==> src/pgd_params.svh <==
// What this block does
// - first group reads its eight pin levels
// - input modes read the synchronised pin level, once stages two and three agree
// - first two groups ignore writes; reserved reads zero
// - reset sets every pin to input, pull-up from the first clock after release
// - second group read-only pin levels register
// - per-pin pull-up enable from its own setting
// - third group bit 7 stored, bits 6-0 read-only
// - power-on reset clears bit 7; after that only a write changes it
// - output mode reads stored bit, drives it out
// - other modes store the write, pin unchanged
// - bits 6-0 low unless input; writes ignored
// - setting 00 alt, 01 out, 10 pull-up, 11 plain
`ifndef PGD_PARAMS_SVH
`define PGD_PARAMS_SVH

`define PGD_F_IDX      32'h0400_012A
`define PGD_G_IDX      32'h0400_012C
`define PGD_H_IDX      32'h0400_012E
`define PGD_F_ADDR     (`PGD_F_IDX << 2)
`define PGD_G_ADDR     (`PGD_G_IDX << 2)
`define PGD_H_ADDR     (`PGD_H_IDX << 2)
`define PGD_FN_F_ADDR  32'h1000_0500
`define PGD_FN_G_ADDR  32'h1000_0504
`define PGD_FN_H_ADDR  32'h1000_0508

`define PGD_FN_ALT     2'h0
`define PGD_FN_OUT     2'h1
`define PGD_FN_IN_PU   2'h2
`define PGD_FN_IN_NOPU 2'h3
`define PGD_FN_RESET   16'hFF00

`define PGD_H_STORE    7
`define PGD_H_STORE_RST 1'h0
`define PGD_RESP_OKAY  2'h0
`define PGD_RESP_SLVERR 2'h2

`endif

==> src/pgd_pkg.sv <==
package pgd_pkg;

  typedef logic [1:0] pgd_fn_t;

  typedef struct packed {
    logic [7:0] hi;
    logic [7:0] lo;
  } pgd_fn_pair_t;

  typedef struct packed {
    logic [31:0] awaddr;
    logic        awvalid;
    logic [31:0] wdata;
    logic [3:0]  wstrb;
    logic        wvalid;
    logic        bready;
    logic [31:0] araddr;
    logic        arvalid;
    logic        rready;
  } pgd_axi_req_t;

  typedef struct packed {
    logic        awready;
    logic        wready;
    logic [1:0]  bresp;
    logic        bvalid;
    logic        arready;
    logic [31:0] rdata;
    logic [1:0]  rresp;
    logic        rvalid;
  } pgd_axi_rsp_t;

endpackage : pgd_pkg

==> src/pgd_port_fgh.sv <==
`timescale 1ns/1ps
`include "pgd_params.svh"

module pgd_port_fgh (
  // clock and reset
  input  wire logic                   sys_clk,
  input  wire logic                   rst_n,
  // register bus
  input  wire pgd_pkg::pgd_axi_req_t  axi_req,
  output      pgd_pkg::pgd_axi_rsp_t  axi_rsp,
  // pins
  input  wire logic [7:0]             first_group_pin_in,
  input  wire logic [7:0]             second_group_pin_in,
  input  wire logic [7:0]             third_group_pin_in,
  output      logic                   third_group_pin7_out,
  output      logic                   third_group_pin7_oe,
  // pull-up enables
  output      logic [23:0]            pullup_en
);

  // per bit: input modes return the pin, other modes read low
  function automatic logic [7:0] read_group(input pgd_pkg::pgd_fn_pair_t fn,
                                            input logic [7:0] pins);
    logic [7:0] v;
    v = 8'h00;
    for (int i = 0; i < 8; i++) begin
      v[i] = fn.hi[i] ? pins[i] : 1'b0;
    end
    return v;
  endfunction : read_group

  function automatic pgd_pkg::pgd_fn_pair_t write_fn(input pgd_pkg::pgd_fn_pair_t old,
                                                     input logic [31:0] data,
                                                     input logic [3:0] strb);
    pgd_pkg::pgd_fn_pair_t n;
    n = old;
    if (strb[0]) begin
      n.lo = data[7:0];
    end
    if (strb[1]) begin
      n.hi = data[15:8];
    end
    return n;
  endfunction : write_fn

  function automatic logic is_mapped(input logic [31:0] a);
    logic m;
    m = 1'b0;
    if (a == `PGD_F_ADDR) begin
      m = 1'b1;
    end else if (a == `PGD_G_ADDR) begin
      m = 1'b1;
    end else if (a == `PGD_H_ADDR) begin
      m = 1'b1;
    end else if (a == `PGD_FN_F_ADDR) begin
      m = 1'b1;
    end else if (a == `PGD_FN_G_ADDR) begin
      m = 1'b1;
    end else if (a == `PGD_FN_H_ADDR) begin
      m = 1'b1;
    end
    return m;
  endfunction : is_mapped

  // pin synchronisers
  logic [23:0] pin_s1_q;
  logic [23:0] pin_s2_q;
  logic [23:0] pin_s3_q;
  logic [23:0] pin_q;
  logic [23:0] pin_raw;

  assign pin_raw = {third_group_pin_in, second_group_pin_in, first_group_pin_in};

  always_ff @(posedge sys_clk or negedge rst_n) begin
    if (!rst_n) begin
      pin_s1_q <= 24'h00_0000;
      pin_s2_q <= 24'h00_0000;
      pin_s3_q <= 24'h00_0000;
    end else begin
      pin_s1_q <= pin_raw;
      pin_s2_q <= pin_s1_q;
      pin_s3_q <= pin_s2_q;
    end
  end

  // a level counts once stages two and three agree
  always_ff @(posedge sys_clk or negedge rst_n) begin
    if (!rst_n) begin
      pin_q <= 24'h00_0000;
    end else begin
      pin_q <= (pin_s2_q & ~(pin_s2_q ^ pin_s3_q)) | (pin_q & (pin_s2_q ^ pin_s3_q));
    end
  end

  // function settings
  pgd_pkg::pgd_fn_pair_t fn_f_q;
  pgd_pkg::pgd_fn_pair_t fn_g_q;
  pgd_pkg::pgd_fn_pair_t fn_h_q;
  logic                  store_h7_q;

  // write channel
  logic        awready_q;
  logic        wready_q;
  logic        bvalid_q;
  logic [1:0]  bresp_q;
  logic [31:0] waddr_q;
  logic [31:0] wdata_q;
  logic [3:0]  wstrb_q;
  logic        wr_go;

  assign wr_go = !awready_q && !wready_q && !bvalid_q;

  always_ff @(posedge sys_clk or negedge rst_n) begin
    if (!rst_n) begin
      awready_q <= 1'b1;
      waddr_q   <= 32'h0000_0000;
    end else if (axi_req.awvalid && awready_q) begin
      awready_q <= 1'b0;
      waddr_q   <= axi_req.awaddr;
    end else if (bvalid_q && axi_req.bready) begin
      awready_q <= 1'b1;
    end
  end

  always_ff @(posedge sys_clk or negedge rst_n) begin
    if (!rst_n) begin
      wready_q <= 1'b1;
      wdata_q  <= 32'h0000_0000;
      wstrb_q  <= 4'h0;
    end else if (axi_req.wvalid && wready_q) begin
      wready_q <= 1'b0;
      wdata_q  <= axi_req.wdata;
      wstrb_q  <= axi_req.wstrb;
    end else if (bvalid_q && axi_req.bready) begin
      wready_q <= 1'b1;
    end
  end

  always_ff @(posedge sys_clk or negedge rst_n) begin
    if (!rst_n) begin
      bvalid_q <= 1'b0;
      bresp_q  <= `PGD_RESP_OKAY;
    end else if (wr_go) begin
      bvalid_q <= 1'b1;
      bresp_q  <= is_mapped(waddr_q) ? `PGD_RESP_OKAY : `PGD_RESP_SLVERR;
    end else if (bvalid_q && axi_req.bready) begin
      bvalid_q <= 1'b0;
    end
  end

  // settings reset to input with pull-up
  always_ff @(posedge sys_clk or negedge rst_n) begin
    if (!rst_n) begin
      fn_f_q <= `PGD_FN_RESET;
      fn_g_q <= `PGD_FN_RESET;
      fn_h_q <= `PGD_FN_RESET;
    end else if (wr_go) begin
      if (waddr_q == `PGD_FN_F_ADDR) begin
        fn_f_q <= write_fn(fn_f_q, wdata_q, wstrb_q);
      end else if (waddr_q == `PGD_FN_G_ADDR) begin
        fn_g_q <= write_fn(fn_g_q, wdata_q, wstrb_q);
      end else if (waddr_q == `PGD_FN_H_ADDR) begin
        fn_h_q <= write_fn(fn_h_q, wdata_q, wstrb_q);
      end
    end
  end

  // third group bit 7: every write with byte 0 strobed stores, whatever the mode
  always_ff @(posedge sys_clk or negedge rst_n) begin
    if (!rst_n) begin
      store_h7_q <= `PGD_H_STORE_RST;
    end else if (wr_go && waddr_q == `PGD_H_ADDR && wstrb_q[0]) begin
      store_h7_q <= wdata_q[`PGD_H_STORE];
    end
  end

  // pin drive for third group bit 7
  logic pin7_out_q;
  logic pin7_oe_q;

  always_ff @(posedge sys_clk or negedge rst_n) begin
    if (!rst_n) begin
      pin7_out_q <= 1'b0;
      pin7_oe_q  <= 1'b0;
    end else begin
      pin7_out_q <= store_h7_q;
      pin7_oe_q  <= {fn_h_q.hi[7], fn_h_q.lo[7]} == `PGD_FN_OUT;
    end
  end

  logic [23:0] pullup_q;

  always_ff @(posedge sys_clk or negedge rst_n) begin
    if (!rst_n) begin
      pullup_q <= 24'h00_0000;
    end else begin
      pullup_q <= {fn_h_q.hi & ~fn_h_q.lo, fn_g_q.hi & ~fn_g_q.lo,
                   fn_f_q.hi & ~fn_f_q.lo};
    end
  end

  // read channel
  logic        arready_q;
  logic        rvalid_q;
  logic [1:0]  rresp_q;
  logic [31:0] rdata_q;
  logic [31:0] raddr_q;
  logic        rd_go;
  logic [7:0]  h_read;

  assign rd_go = !arready_q && !rvalid_q;

  always_comb begin
    h_read = read_group(fn_h_q, pin_q[23:16]);
    if (fn_h_q.hi[7]) begin
      h_read[7] = pin_q[23];
    end else begin
      h_read[7] = store_h7_q;
    end
  end

  always_ff @(posedge sys_clk or negedge rst_n) begin
    if (!rst_n) begin
      arready_q <= 1'b1;
      raddr_q   <= 32'h0000_0000;
    end else if (axi_req.arvalid && arready_q) begin
      arready_q <= 1'b0;
      raddr_q   <= axi_req.araddr;
    end else if (rvalid_q && axi_req.rready) begin
      arready_q <= 1'b1;
    end
  end

  always_ff @(posedge sys_clk or negedge rst_n) begin
    if (!rst_n) begin
      rvalid_q <= 1'b0;
      rresp_q  <= `PGD_RESP_OKAY;
      rdata_q  <= 32'h0000_0000;
    end else if (rd_go) begin
      rvalid_q <= 1'b1;
      rresp_q  <= `PGD_RESP_OKAY;
      if (raddr_q == `PGD_F_ADDR) begin
        rdata_q <= {24'h00_0000, read_group(fn_f_q, pin_q[7:0])};
      end else if (raddr_q == `PGD_G_ADDR) begin
        rdata_q <= {24'h00_0000, read_group(fn_g_q, pin_q[15:8])};
      end else if (raddr_q == `PGD_H_ADDR) begin
        rdata_q <= {24'h00_0000, h_read};
      end else if (raddr_q == `PGD_FN_F_ADDR) begin
        rdata_q <= {16'h0000, fn_f_q};
      end else if (raddr_q == `PGD_FN_G_ADDR) begin
        rdata_q <= {16'h0000, fn_g_q};
      end else if (raddr_q == `PGD_FN_H_ADDR) begin
        rdata_q <= {16'h0000, fn_h_q};
      end else begin
        rdata_q <= 32'h0000_0000;
        rresp_q <= `PGD_RESP_SLVERR;
      end
    end else if (rvalid_q && axi_req.rready) begin
      rvalid_q <= 1'b0;
    end
  end

  assign axi_rsp.awready      = awready_q;
  assign axi_rsp.wready       = wready_q;
  assign axi_rsp.bresp        = bresp_q;
  assign axi_rsp.bvalid       = bvalid_q;
  assign axi_rsp.arready      = arready_q;
  assign axi_rsp.rdata        = rdata_q;
  assign axi_rsp.rresp        = rresp_q;
  assign axi_rsp.rvalid       = rvalid_q;
  assign third_group_pin7_out = pin7_out_q;
  assign third_group_pin7_oe  = pin7_oe_q;
  assign pullup_en            = pullup_q;
endmodule : pgd_port_fgh

==> config.mk <==
export PLATFORM = sky130hd
export DESIGN_NAME = pgd_port_fgh
export DESIGN_NICKNAME = d
export VERILOG_FILES = /design/src/pgd_pkg.sv /design/src/pgd_port_fgh.sv
export VERILOG_INCLUDE_DIRS = /design/src
export SDC_FILE = /design/constraint.sdc
export NUM_CORES = 1
export LEC_CHECK = 0
export ABC_AREA = 1
export BUFFER_PORTS_ARGS = -buffer_cell sky130_fd_sc_hd__buf_2
export CAP_MARGIN = 20
export CELL_PAD_IN_SITES_DETAIL_PLACEMENT = 0
export CELL_PAD_IN_SITES_GLOBAL_PLACEMENT = 1
export CORE_AREA = 4 4 163 165
export CTS_CLUSTER_SIZE = 10
export DETAILED_ROUTE_END_ITERATION = 6
export DIE_AREA = 0 0 167 169
export PLACE_DENSITY_LB_ADDON = 0.1
export RECOVER_POWER = 25
export SYNTH_ARGS = -nofsm -noshare
export SYNTH_HDL_FRONTEND = slang
export SYNTH_SLANG_ARGS = --single-unit
==> constraint.sdc <==
create_clock -name sys_clk -period 1.8 [get_ports sys_clk]
set_input_delay 0.27 -clock sys_clk [delete_from_list [all_inputs] [get_ports sys_clk]]
set_output_delay 0.27 -clock sys_clk [all_outputs]
set_load 0.01 [all_outputs]
# Word-level counts from Yosys, hierarchy flattened

Index checks and enable logic that the tools add are counted.

Flip-flop bits (word level): 294
Logic and storage cells: 131
Input bits: 131

Bitwise gates (word level): 13
Reduce and logical (&&, ||, !) cells: 26
Equal/unequal tests: 13
Muxes and demuxes: 53

Operators with widths:

| kind                                                   | count |
|---|---|
| equality test 32 x 29 -> 1 bit (second input constant) | 12 |
| 2-to-1 mux 16 bit                                      | 5 |
| bitwise AND 24 bit                                     | 2 |
| 2-to-1 mux 1 bit                                       | 40 |
| 2-to-1 mux 32 bit                                      | 1 |
| bitwise AND 8 bit                                      | 3 |
| NOT 24 bit                                             | 1 |
| NOT 8 bit                                              | 3 |
| bitwise OR 24 bit                                      | 1 |
| bitwise XOR 24 bit                                     | 1 |
| 2-to-1 mux 2 bit                                       | 7 |
| logical AND 1 bit                                      | 10 |
| AND reduction 5 bit                                    | 2 |
| nonzero test 2 bit                                     | 5 |
| AND reduction 4 bit                                    | 2 |
| AND reduction 3 bit                                    | 2 |
| logical NOT 1 bit                                      | 5 |
| equality test 2 x 1 -> 1 bit (second input constant)   | 1 |
| NOT 1 bit                                              | 2 |

# Logic depth before layout (Yosys ltp)

Gate-level depths: netlist (run 1).

Depth in word-level cells: 9
Gate-level depth with buffers: 12
Mapped depth without buffers: 11

# Worst setup path before layout (run 1)

OpenSTA, ideal clock, no wires.

Path kind: flip-flop to flip-flop
From: register waddr_q[17]
To: register fn_h_q[5] in the netlist's numbering
Buffers on the path: 1
Arrival: 1,414 ps
Slack: 268 ps
Cell stages (with the launch flop): 10
Path through: dfrtp_1 nor4_2 nand3_2 inv_2 nand2_2 clkinv_2 nand3_4 buf_6 nand2_1 o21ai_2

Longest elaborated chain between the ends: 3
Elaborated cells on any way between the ends: 6
Classes of those cells: 3 x eq/ne; 2 x bitwise; 1 x reduce/logical

RTL lines:

| what                                            | line                | RTL |
|---|---|---|
| start: declaration                              | pgd_port_fgh.sv:106 | `logic [31:0] waddr_q;` |
| start signal: assignment                        | pgd_port_fgh.sv:119 | `waddr_q <= axi_req.awaddr;` |
| equality test 32 x 29 -> 1 bit (no source line) | -                   |  |
| NOT 1 bit (no source line)                      | -                   |  |
| AND reduction 5 bit (no source line) (*)        | -                   |  |
| end signal: assignment                          | pgd_port_fgh.sv:156 | `` fn_h_q <= `PGD_FN_RESET; `` |
| end signal: assignment                          | pgd_port_fgh.sv:163 | `fn_h_q <= write_fn(fn_h_q, wdata_q, wstrb_q);` |
| end: declaration                                | pgd_port_fgh.sv:98  | `pgd_pkg::pgd_fn_pair_t fn_h_q;` |

Every way passes the cells marked *; elsewhere a longest branch is shown, timed or not.
A chain may end at the register's enable or synchronous reset.

# Worst setup path in the final report (run 1)

From: register raddr_q[19]
To: register rdata_q[10]

Longest elaborated chain between the ends: 7
Elaborated cells on any way between the ends: 12
Classes of those cells: 6 x eq/ne; 6 x mux

RTL lines:

| what                                            | line                | RTL |
|---|---|---|
| start: declaration                              | pgd_port_fgh.sv:207 | `logic [31:0] raddr_q;` |
| start signal: assignment                        | pgd_port_fgh.sv:228 | `raddr_q <= axi_req.araddr;` |
| equality test 32 x 29 -> 1 bit (no source line) | -                   |  |
| 2-to-1 mux 16 bit                               | pgd_port_fgh.sv:252 | `` end else if (raddr_q == `PGD_FN_H_ADDR) begin `` |
| 2-to-1 mux 16 bit                               | pgd_port_fgh.sv:250 | `` end else if (raddr_q == `PGD_FN_G_ADDR) begin `` |
| 2-to-1 mux 16 bit                               | pgd_port_fgh.sv:248 | `` end else if (raddr_q == `PGD_FN_F_ADDR) begin `` |
| 2-to-1 mux 16 bit                               | pgd_port_fgh.sv:246 | `` end else if (raddr_q == `PGD_H_ADDR) begin `` |
| 2-to-1 mux 16 bit                               | pgd_port_fgh.sv:244 | `` end else if (raddr_q == `PGD_G_ADDR) begin `` |
| 2-to-1 mux 32 bit (*)                           | pgd_port_fgh.sv:242 | `` if (raddr_q == `PGD_F_ADDR) begin `` |
| end signal: assignment                          | pgd_port_fgh.sv:243 | `rdata_q <= {24'h00_0000, read_group(fn_f_q, pin_q[7:0])};` |
| end signal: assignment                          | pgd_port_fgh.sv:245 | `rdata_q <= {24'h00_0000, read_group(fn_g_q, pin_q[15:8])};` |
| end signal: assignment                          | pgd_port_fgh.sv:247 | `rdata_q <= {24'h00_0000, h_read};` |
| end: declaration                                | pgd_port_fgh.sv:206 | `logic [31:0] rdata_q;` |

Marks and branches as above.

==> results of run 1 <==
-- final cells by class --
type	count	area, um^2	area share [%]
Timing Repair Buffer	288	2170	15.4
Tap cell	330	413	2.93
Clock inverter	3	33.8	0.240
Sequential cell	276	6940	49.2
Inverter	103	394	2.79
Multi-Input combinational cell	607	3180	22.6
Clock buffer	58	971	6.88
-- cell families (layout without fill, tap and decap cells) --
| family | Yosys count | count (layout) | share of synthesized area (%) |
|---|---|---|---|
| simple gates | 439 | 440 | 18.7 |
| fa+ha+maj | 24 | 24 | 2.25 |
| flops | 276 | 276 | 65.0 |
| compound gates | 113 | 113 | 6.03 |
| other cells | 1 | 18 | 0.0351 |
| mux | 12 | 12 | 1.27 |
| buf+inv | 154 | 452 | 6.68 |
-- per-stage QoR --
step                      instances  hold slack (ns)
after floorplan                1036          -0.0256
after global placement         1520            0.241
after detailed placement       1520            0.241
after CTS                      1659         0.000709
after global routing           1665          0.00542
final                          1665           0.0146
-- per-layer routing --
metal  global-route usage (%)  part of all wire, %
met5                        0                    0
met4                     5.16                  2.0
met3                     3.81                  5.7
met2                     29.2                   45
met1                     27.4                   47
-- timing repair --
action,in CTS,in global routing
buffers inserted,2,4
pin swaps,0,4
endpoints found under the setup margin,2,47
gates cloned,0,2
hold endpoints to repair,118,0
gates resized for setup,0,31
hold buffers,76,0
-- power by group through the flow --
stage	sequential (mW)	clock, mW	combinational, mW
finish	7.96	6.13	3.23
global route	8.09	6.60	3.68
CTS	7.95	6.33	3.18
detailed placement	8.04	0	3.04
global placement	8.02	0	2.98
floorplan	7.89	0	2.07
-- critical path, stage by stage, from the launching register on --
cell,delay (ns)
dfrtp_1,0.38
nor2_1,0.12
nand4_1,0.19
nor2_4,0.22
nand2_1,0.12
buf_12,0.16
o221ai_1,0.19
buf_4,0.16
nand2_1,0.05
nand2_1,0.06
-- worst paths after layout --
check / cells past startpoint / start / end / slack [ns]
setup / recovery: 9 / raddr_q[19] / rdata_q[10] / 0.08
min in group asynchronous: 2 / rst_n / raddr_q[25] / 0.47
hold / removal: 3 / axi_req[81] / waddr_q[8] / 0.01
max in group asynchronous: 3 / rst_n / fn_g_q[14] / 0.47
setup reg to reg: 9 / raddr_q[19] / rdata_q[10] / 0.08
hold reg to reg: 0 / pin_s1_q[9] / pin_s2_q[9] / 0.35
-- flip-flops by register name, summed over array words and instances, names as in the netlist, 2 cells and up, named ones only --
signal and count:
raddr_q 32, waddr_q 32, pin_s1_q 24, pin_s2_q 24, pin_s3_q 24, pullup_en 24, fn_f_q 16, fn_g_q 16
fn_h_q 16, rdata_q 16, wdata_q 16, wstrb_q 2
-- layout by cell type, fill, tap and decap left out, types with 5 or more instances in the layout --
cell type	n
clkbuf_1	21
nor2_1	102
conb_1	18
dlygate4sd3_1	76
buf_12	14
a21oi_1	41
maj3_1	24
mux2_2	12
inv_2	14
nand3_1	46
o221ai_1	8
nor2_4	5
clkbuf_16	35
o21ai_1	20
buf_4	31
dfstp_1	18
o21ai_0	31
nand2_1	206
nand4_1	36
dfstp_2	9
dfrtp_1	249
o21ai_2	12
nand2_2	11
nor2_2	9
inv_1	85
buf_2	160
==> results.yml, run 1 <==
status:
  status: "finished, final reports clean"
clock_tree:
  clockBufferDepth: 3
  path_clk_slew_ns: 0.05
  h-tree-depth: 2
  clock_latency_ns: 0.51
  cts-buffers-inserted: 34
  cts_root_buffer: "clkbuf_16"
  cts_sinks: 276
  cts_tree: "built"
pwr:
  finalPower_mw: 17.3
  p_int_mw: 12.2
  ir_drop_mv: 0.964
  power_density_mw_per_mm2: 1230
  leakagePower_nw: 6.84
  p_comb_share_pct: 18.6
  clockPowerShare_pct: 35.4
  swShare_pct: 29.4
  power_frac_seq_pct: 46.0
  p_switching_mw: 5.09
logic_synthesis:
  synth_edf_count: 0
  syn_area_mm2: 0.0107
  synth.largest_area_cell: "dfrtp_1"
  netlist_instances: 1019
  synth-async-reset-ratio_pct: 100
  yosys_warnings: 0
  yosys-top-cells-count: "dfrtp_1 (249), nand2_1 (213), nor2_1 (109), inv_1 (85), nand3_1 (47)"
  seq_area_frac_synth_pct: 65.0
  synth-main-ff-cell: "dfrtp_1"
  synth_area_leaders: "dfrtp_1 (58%), nand2_1 (7.5%), dfstp_2 (6.6%)"
  synth_cell_type_count: 37
  ys_ff_latch: 276
  synth_top_area_share_pct: 58.4
  synth_most_common_cell: "dfrtp_1"
  syn_area_per_cell_um2: 10.5
sta:
  skew_ns: 0.0207
  fin_tns_setup_ns: 0
  setup_viol: 0
  grt_setup_unrepaired: "yes"
  max_slew.worst_pin.slew_ns: 0.954
  post-route-period-util_pct: 95.4
  slew_headroom_pct: 36.4
  hold_violations: 0
  layout_setup_ws_ns: 0.0832
  max_freq_mhz: 582
  min_period_ns: 1.72
  slew_viol_final: 0
detailed_routing:
  dr.pass1.iters: 5
  antenna_left: 0
  routed_wl_mm: 26.9
  drt-initial-drc-count: 521
  vias: 7829
  wl_per_cell_um: 16.2
  drc: 0
  vias_per_cell: 4.70
grt:
  grt_pass1_wl_mm: 42.6
  grtUsageTotal_pct: 18.9
  grt_max_degree: 61
  overflow: 0
  antenna_found_initial: 0
  grt_pass1_vias: 7880
cells_and_area:
  areaGrowthSynthToFinish_pct: 32.1
  diodes: 0
  fillers: 2245
  final_util_pct: 56.3
  layout-drive-gt1-share_pct: 25.8
  finalInstanceArea_mm2: 0.0141
  fin_nets: 1441
critical_path:
  path_max_fanout: 8
  criticalPathCategory: "register to register"
  cp_data_required_time_ns: 2.24
  critPathCaptureType: "register"
  worstPathArrival_ns: 2.16
  start_kind: "register"
floorplan:
  die_area_mm2: 0.0282
  dieWidth_um: 167
  die_h_um: 169
  placeableCoreArea_mm2: 0.0250
  io_pins: 198
  start_util_pct: 42.6
  num_rows: 58
placed_design:
  place_ws_ns: 0.0115
  place_area_mm2: 0.0121
  gp_congestion: 0.798
  port_buffers: 161
  place_hpwl_mm: 17.9
min_path:
  hold_class: "primary input to register"
flow_run:
  maxCapViolCount: 0
No activity file was read; power rests on OpenSTA's default activity.
==> inputs of run 2 (changes only) <==
- ABC_AREA: 1 -> unset
- CORE_AREA: 4 4 163 165 -> 4 4 157 159
- DIE_AREA: 0 0 167 169 -> 0 0 161 163
==> run 2 against run 1 <==
Against the previous run:
- the run now ends with capacitance limit, slew limit, setup timing left
- via count decreased by 16%
- first-iteration DRC count decreased by 53%
- sequential power increased by 3.0%
- critical path depth decreased by 4
- clock power decreased by 10%
==> results.yml, run 2 <==
cells_and_area:
  mostFrequentLayoutCell: "dfrtp_1"
  multi_input_area_mm2: 0.00350
  fillers: 1829
  instances_no_fill: 1358
  seq_area_mm2: 0.00694
  fin_nets: 1145
  areaGrowthSynthToFinish_pct: 37.6
  diodes: 0
  layout_common_cells: "dfrtp_1 (249), buf_2 (158), dlygate4sd3_1 (115)"
  largest_registers: "raddr_q: 32 flops, waddr_q: 32 flops"
  layout-drive-gt1-share_pct: 40.1
logic_synthesis:
  synth-async-reset-ratio_pct: 100
  syn_area_per_cell_um2: 15.2
  synth_top_area_share_pct: 60.4
  netlist_instances: 680
  synth_cell_type_count: 43
  yosys-top-cells-count: "dfrtp_1 (249), mux2_2 (130), nand2_1 (34), dfstp_2 (27), nor2b_1 (26)"
  yosys_warnings: 0
  syn_area_mm2: 0.0103
  synth_edf_count: 0
  synth_area_leaders: "dfrtp_1 (60%), mux2_2 (14%), dfstp_2 (6.9%)"
  synth-main-ff-cell: "dfrtp_1"
  synth.largest_area_cell: "dfrtp_1"
  seq_area_frac_synth_pct: 67.3
  synth_most_common_cell: "dfrtp_1"
  ys_ff_latch: 276
grt:
  overflow: 0
  grt_pass1_wl_mm: 39.3
  grt_use_met3_pct: 3.01
  antenna_found_initial: 0
  use_met1_pct: 25.5
  grt_max_degree: 67
  top_usage_layer: "met2"
  grt_pass1_vias: 7251
  met2_usage_pct: 31.6
  grtUsageTotal_pct: 18.8
min_path:
  hold_depth: 0
  hold_class: "register to register"
status:
  violations: "capacitance limit, slew limit, setup timing"
  status: "finished, violations left"
sta:
  layout_setup_ws_ns: -0.288
  grt_setup_unrepaired: "yes"
  max_slew.worst_pin.slew_ns: 1.55
  min_period_ns: 2.09
  timing.hold.ws_ns: 0.345
  setup_viol: 51
  skew_ns: 0.0137
  max_freq_mhz: 479
  slew_headroom_pct: -3.09
  slew_viol_final: 21
  post-route-period-util_pct: 116
  hold_violations: 0
  fin_tns_setup_ns: -9.08
critical_path:
  rr_worst_depth: 5
  start_kind: "register"
  cp_data_required_time_ns: 2.23
  path_max_fanout: 8
  worstPathArrival_ns: 2.51
  criticalPathCategory: "register to register"
  critPathCaptureType: "register"
detailed_routing:
  antenna_left: 0
  vias: 6610
  dr.pass1.iters: 4
  vias_per_cell: 4.87
  routed_wl_mm: 24.2
  drt-initial-drc-count: 246
  wl_per_cell_um: 17.8
  drc: 0
clock_tree:
  cts_root_buffer: "clkbuf_16"
  cts-buffers-inserted: 31
  clockBufferDepth: 3
  clock_latency_ns: 0.54
  cts_sinks: 276
  cts_tree: "built"
  h-tree-depth: 1
  path_clk_slew_ns: 0.06
floorplan:
  io_pins: 198
  die_h_um: 163
  num_rows: 56
  dieWidth_um: 161
  placeableCoreArea_mm2: 0.0233
  start_util_pct: 44.3
  die_area_mm2: 0.0262
placed_design:
  gp_congestion: 0.790
  port_buffers: 161
  place_hpwl_mm: 16.2
  dp_cells: 1184
pwr:
  leakagePower_nw: 6.51
  power_density_mw_per_mm2: 1180
  ir_drop_mv: 0.796
flow_run:
  maxCapViolCount: 1
run 2: cell count changes after synthesis, moves of 20 or more:
cell,previous run,this run
a21oi_1,41,9
inv_1,85,1
mux2_2,12,130
mux2i_1,0,21
nand2_1,213,34
nand3_1,47,3
nand4_1,36,9
nor2_1,109,13
nor2b_1,0,26
o21ai_1,20,0
run 2: path summary, 6_finish.rpt:
check                              endpoint  slack, ns        start
max in group asynchronous        fn_h_q[11]          0        rst_n
worst max-delay path              fn_g_q[1]      -0.29   waddr_q[4]
min in group asynchronous        wstrb_q[1]       0.66        rst_n
worst min-delay path            pin_s2_q[7]       0.35  pin_s1_q[7]
worst min register to register  pin_s2_q[7]       0.35  pin_s1_q[7]
worst max register to register    fn_g_q[1]      -0.29   waddr_q[4]
run 2: cell type report:
cell class	instances	share of cell area (%)
Clock inverter	1	0.0617
Clock buffer	57	6.15
Inverter	1	0.0265
Sequential cell	276	48.9
Timing Repair Buffer	326	17.3
Tap cell	319	2.81
Multi-Input combinational cell	378	24.7
run 2: cells by family after synthesis:
family / count (synthesis) / share of synthesized area [%]
mux: 152 / 16.3
buf+inv: 43 / 2.40
fa+ha+maj: 24 / 2.33
compound gates: 55 / 3.52
simple gates: 129 / 8.09
flops: 276 / 67.3
other cells: 1 / 0.0364
run 2: per-stage QoR:
stage / total power [mW] / cell area, um^2 / utilization, % / setup WS, ns
6_report: 16.8 / 14200 / 61.0 / -0.288
5_1_grt: 17.7 / 14200 / 61.0 / -0.347
4_1_cts: 17.0 / 14200 / 61.0 / -0.297
3_5_place_dp: 11.1 / 12000 / 51.5 / -0.287
3_3_place_gp: 10.9 / 12000 / 51.5 / -0.250
2_1_floorplan: 9.83 / 10500 / - / -0.302
run 2: routing by layer:
| layer | vias up | share of wire, % |
|---|---|---|
| li1 | 3072 | - |
| met1 | 3335 | 44 |
| met2 | 156 | 49 |
| met3 | 47 | 3.9 |
| met4 | 0 | 3.0 |
| met5 | - | 0 |
run 2: critical path, stage by stage, from the launching register on:
cell and delay, ns:
dfrtp_1 0.42, nor4b_4 0.29, or4b_4 0.55, nor4_4 0.21, buf_12 0.18, mux2_2 0.33
run 2: power breakdown:
group / leakage, nW / switching [mW] / total (mW) / internal (mW)
Sequential: 3.34 / 0.917 / 8.20 / 7.28
Clock: 0.417 / 2.27 / 5.49 / 3.22
Combinational: 2.76 / 1.34 / 3.09 / 1.75
run 2: timing repair:
item | 4_1_cts | 5_1_grt
resized for setup | 41 | 3
endpoints found under the setup margin | 50 | 50
setup buffers | 1 | 0
pin swaps | 8 | 5
hold endpoints to repair | 367 | 0
hold buffers | 115 | 0
cloned | 0 | 0
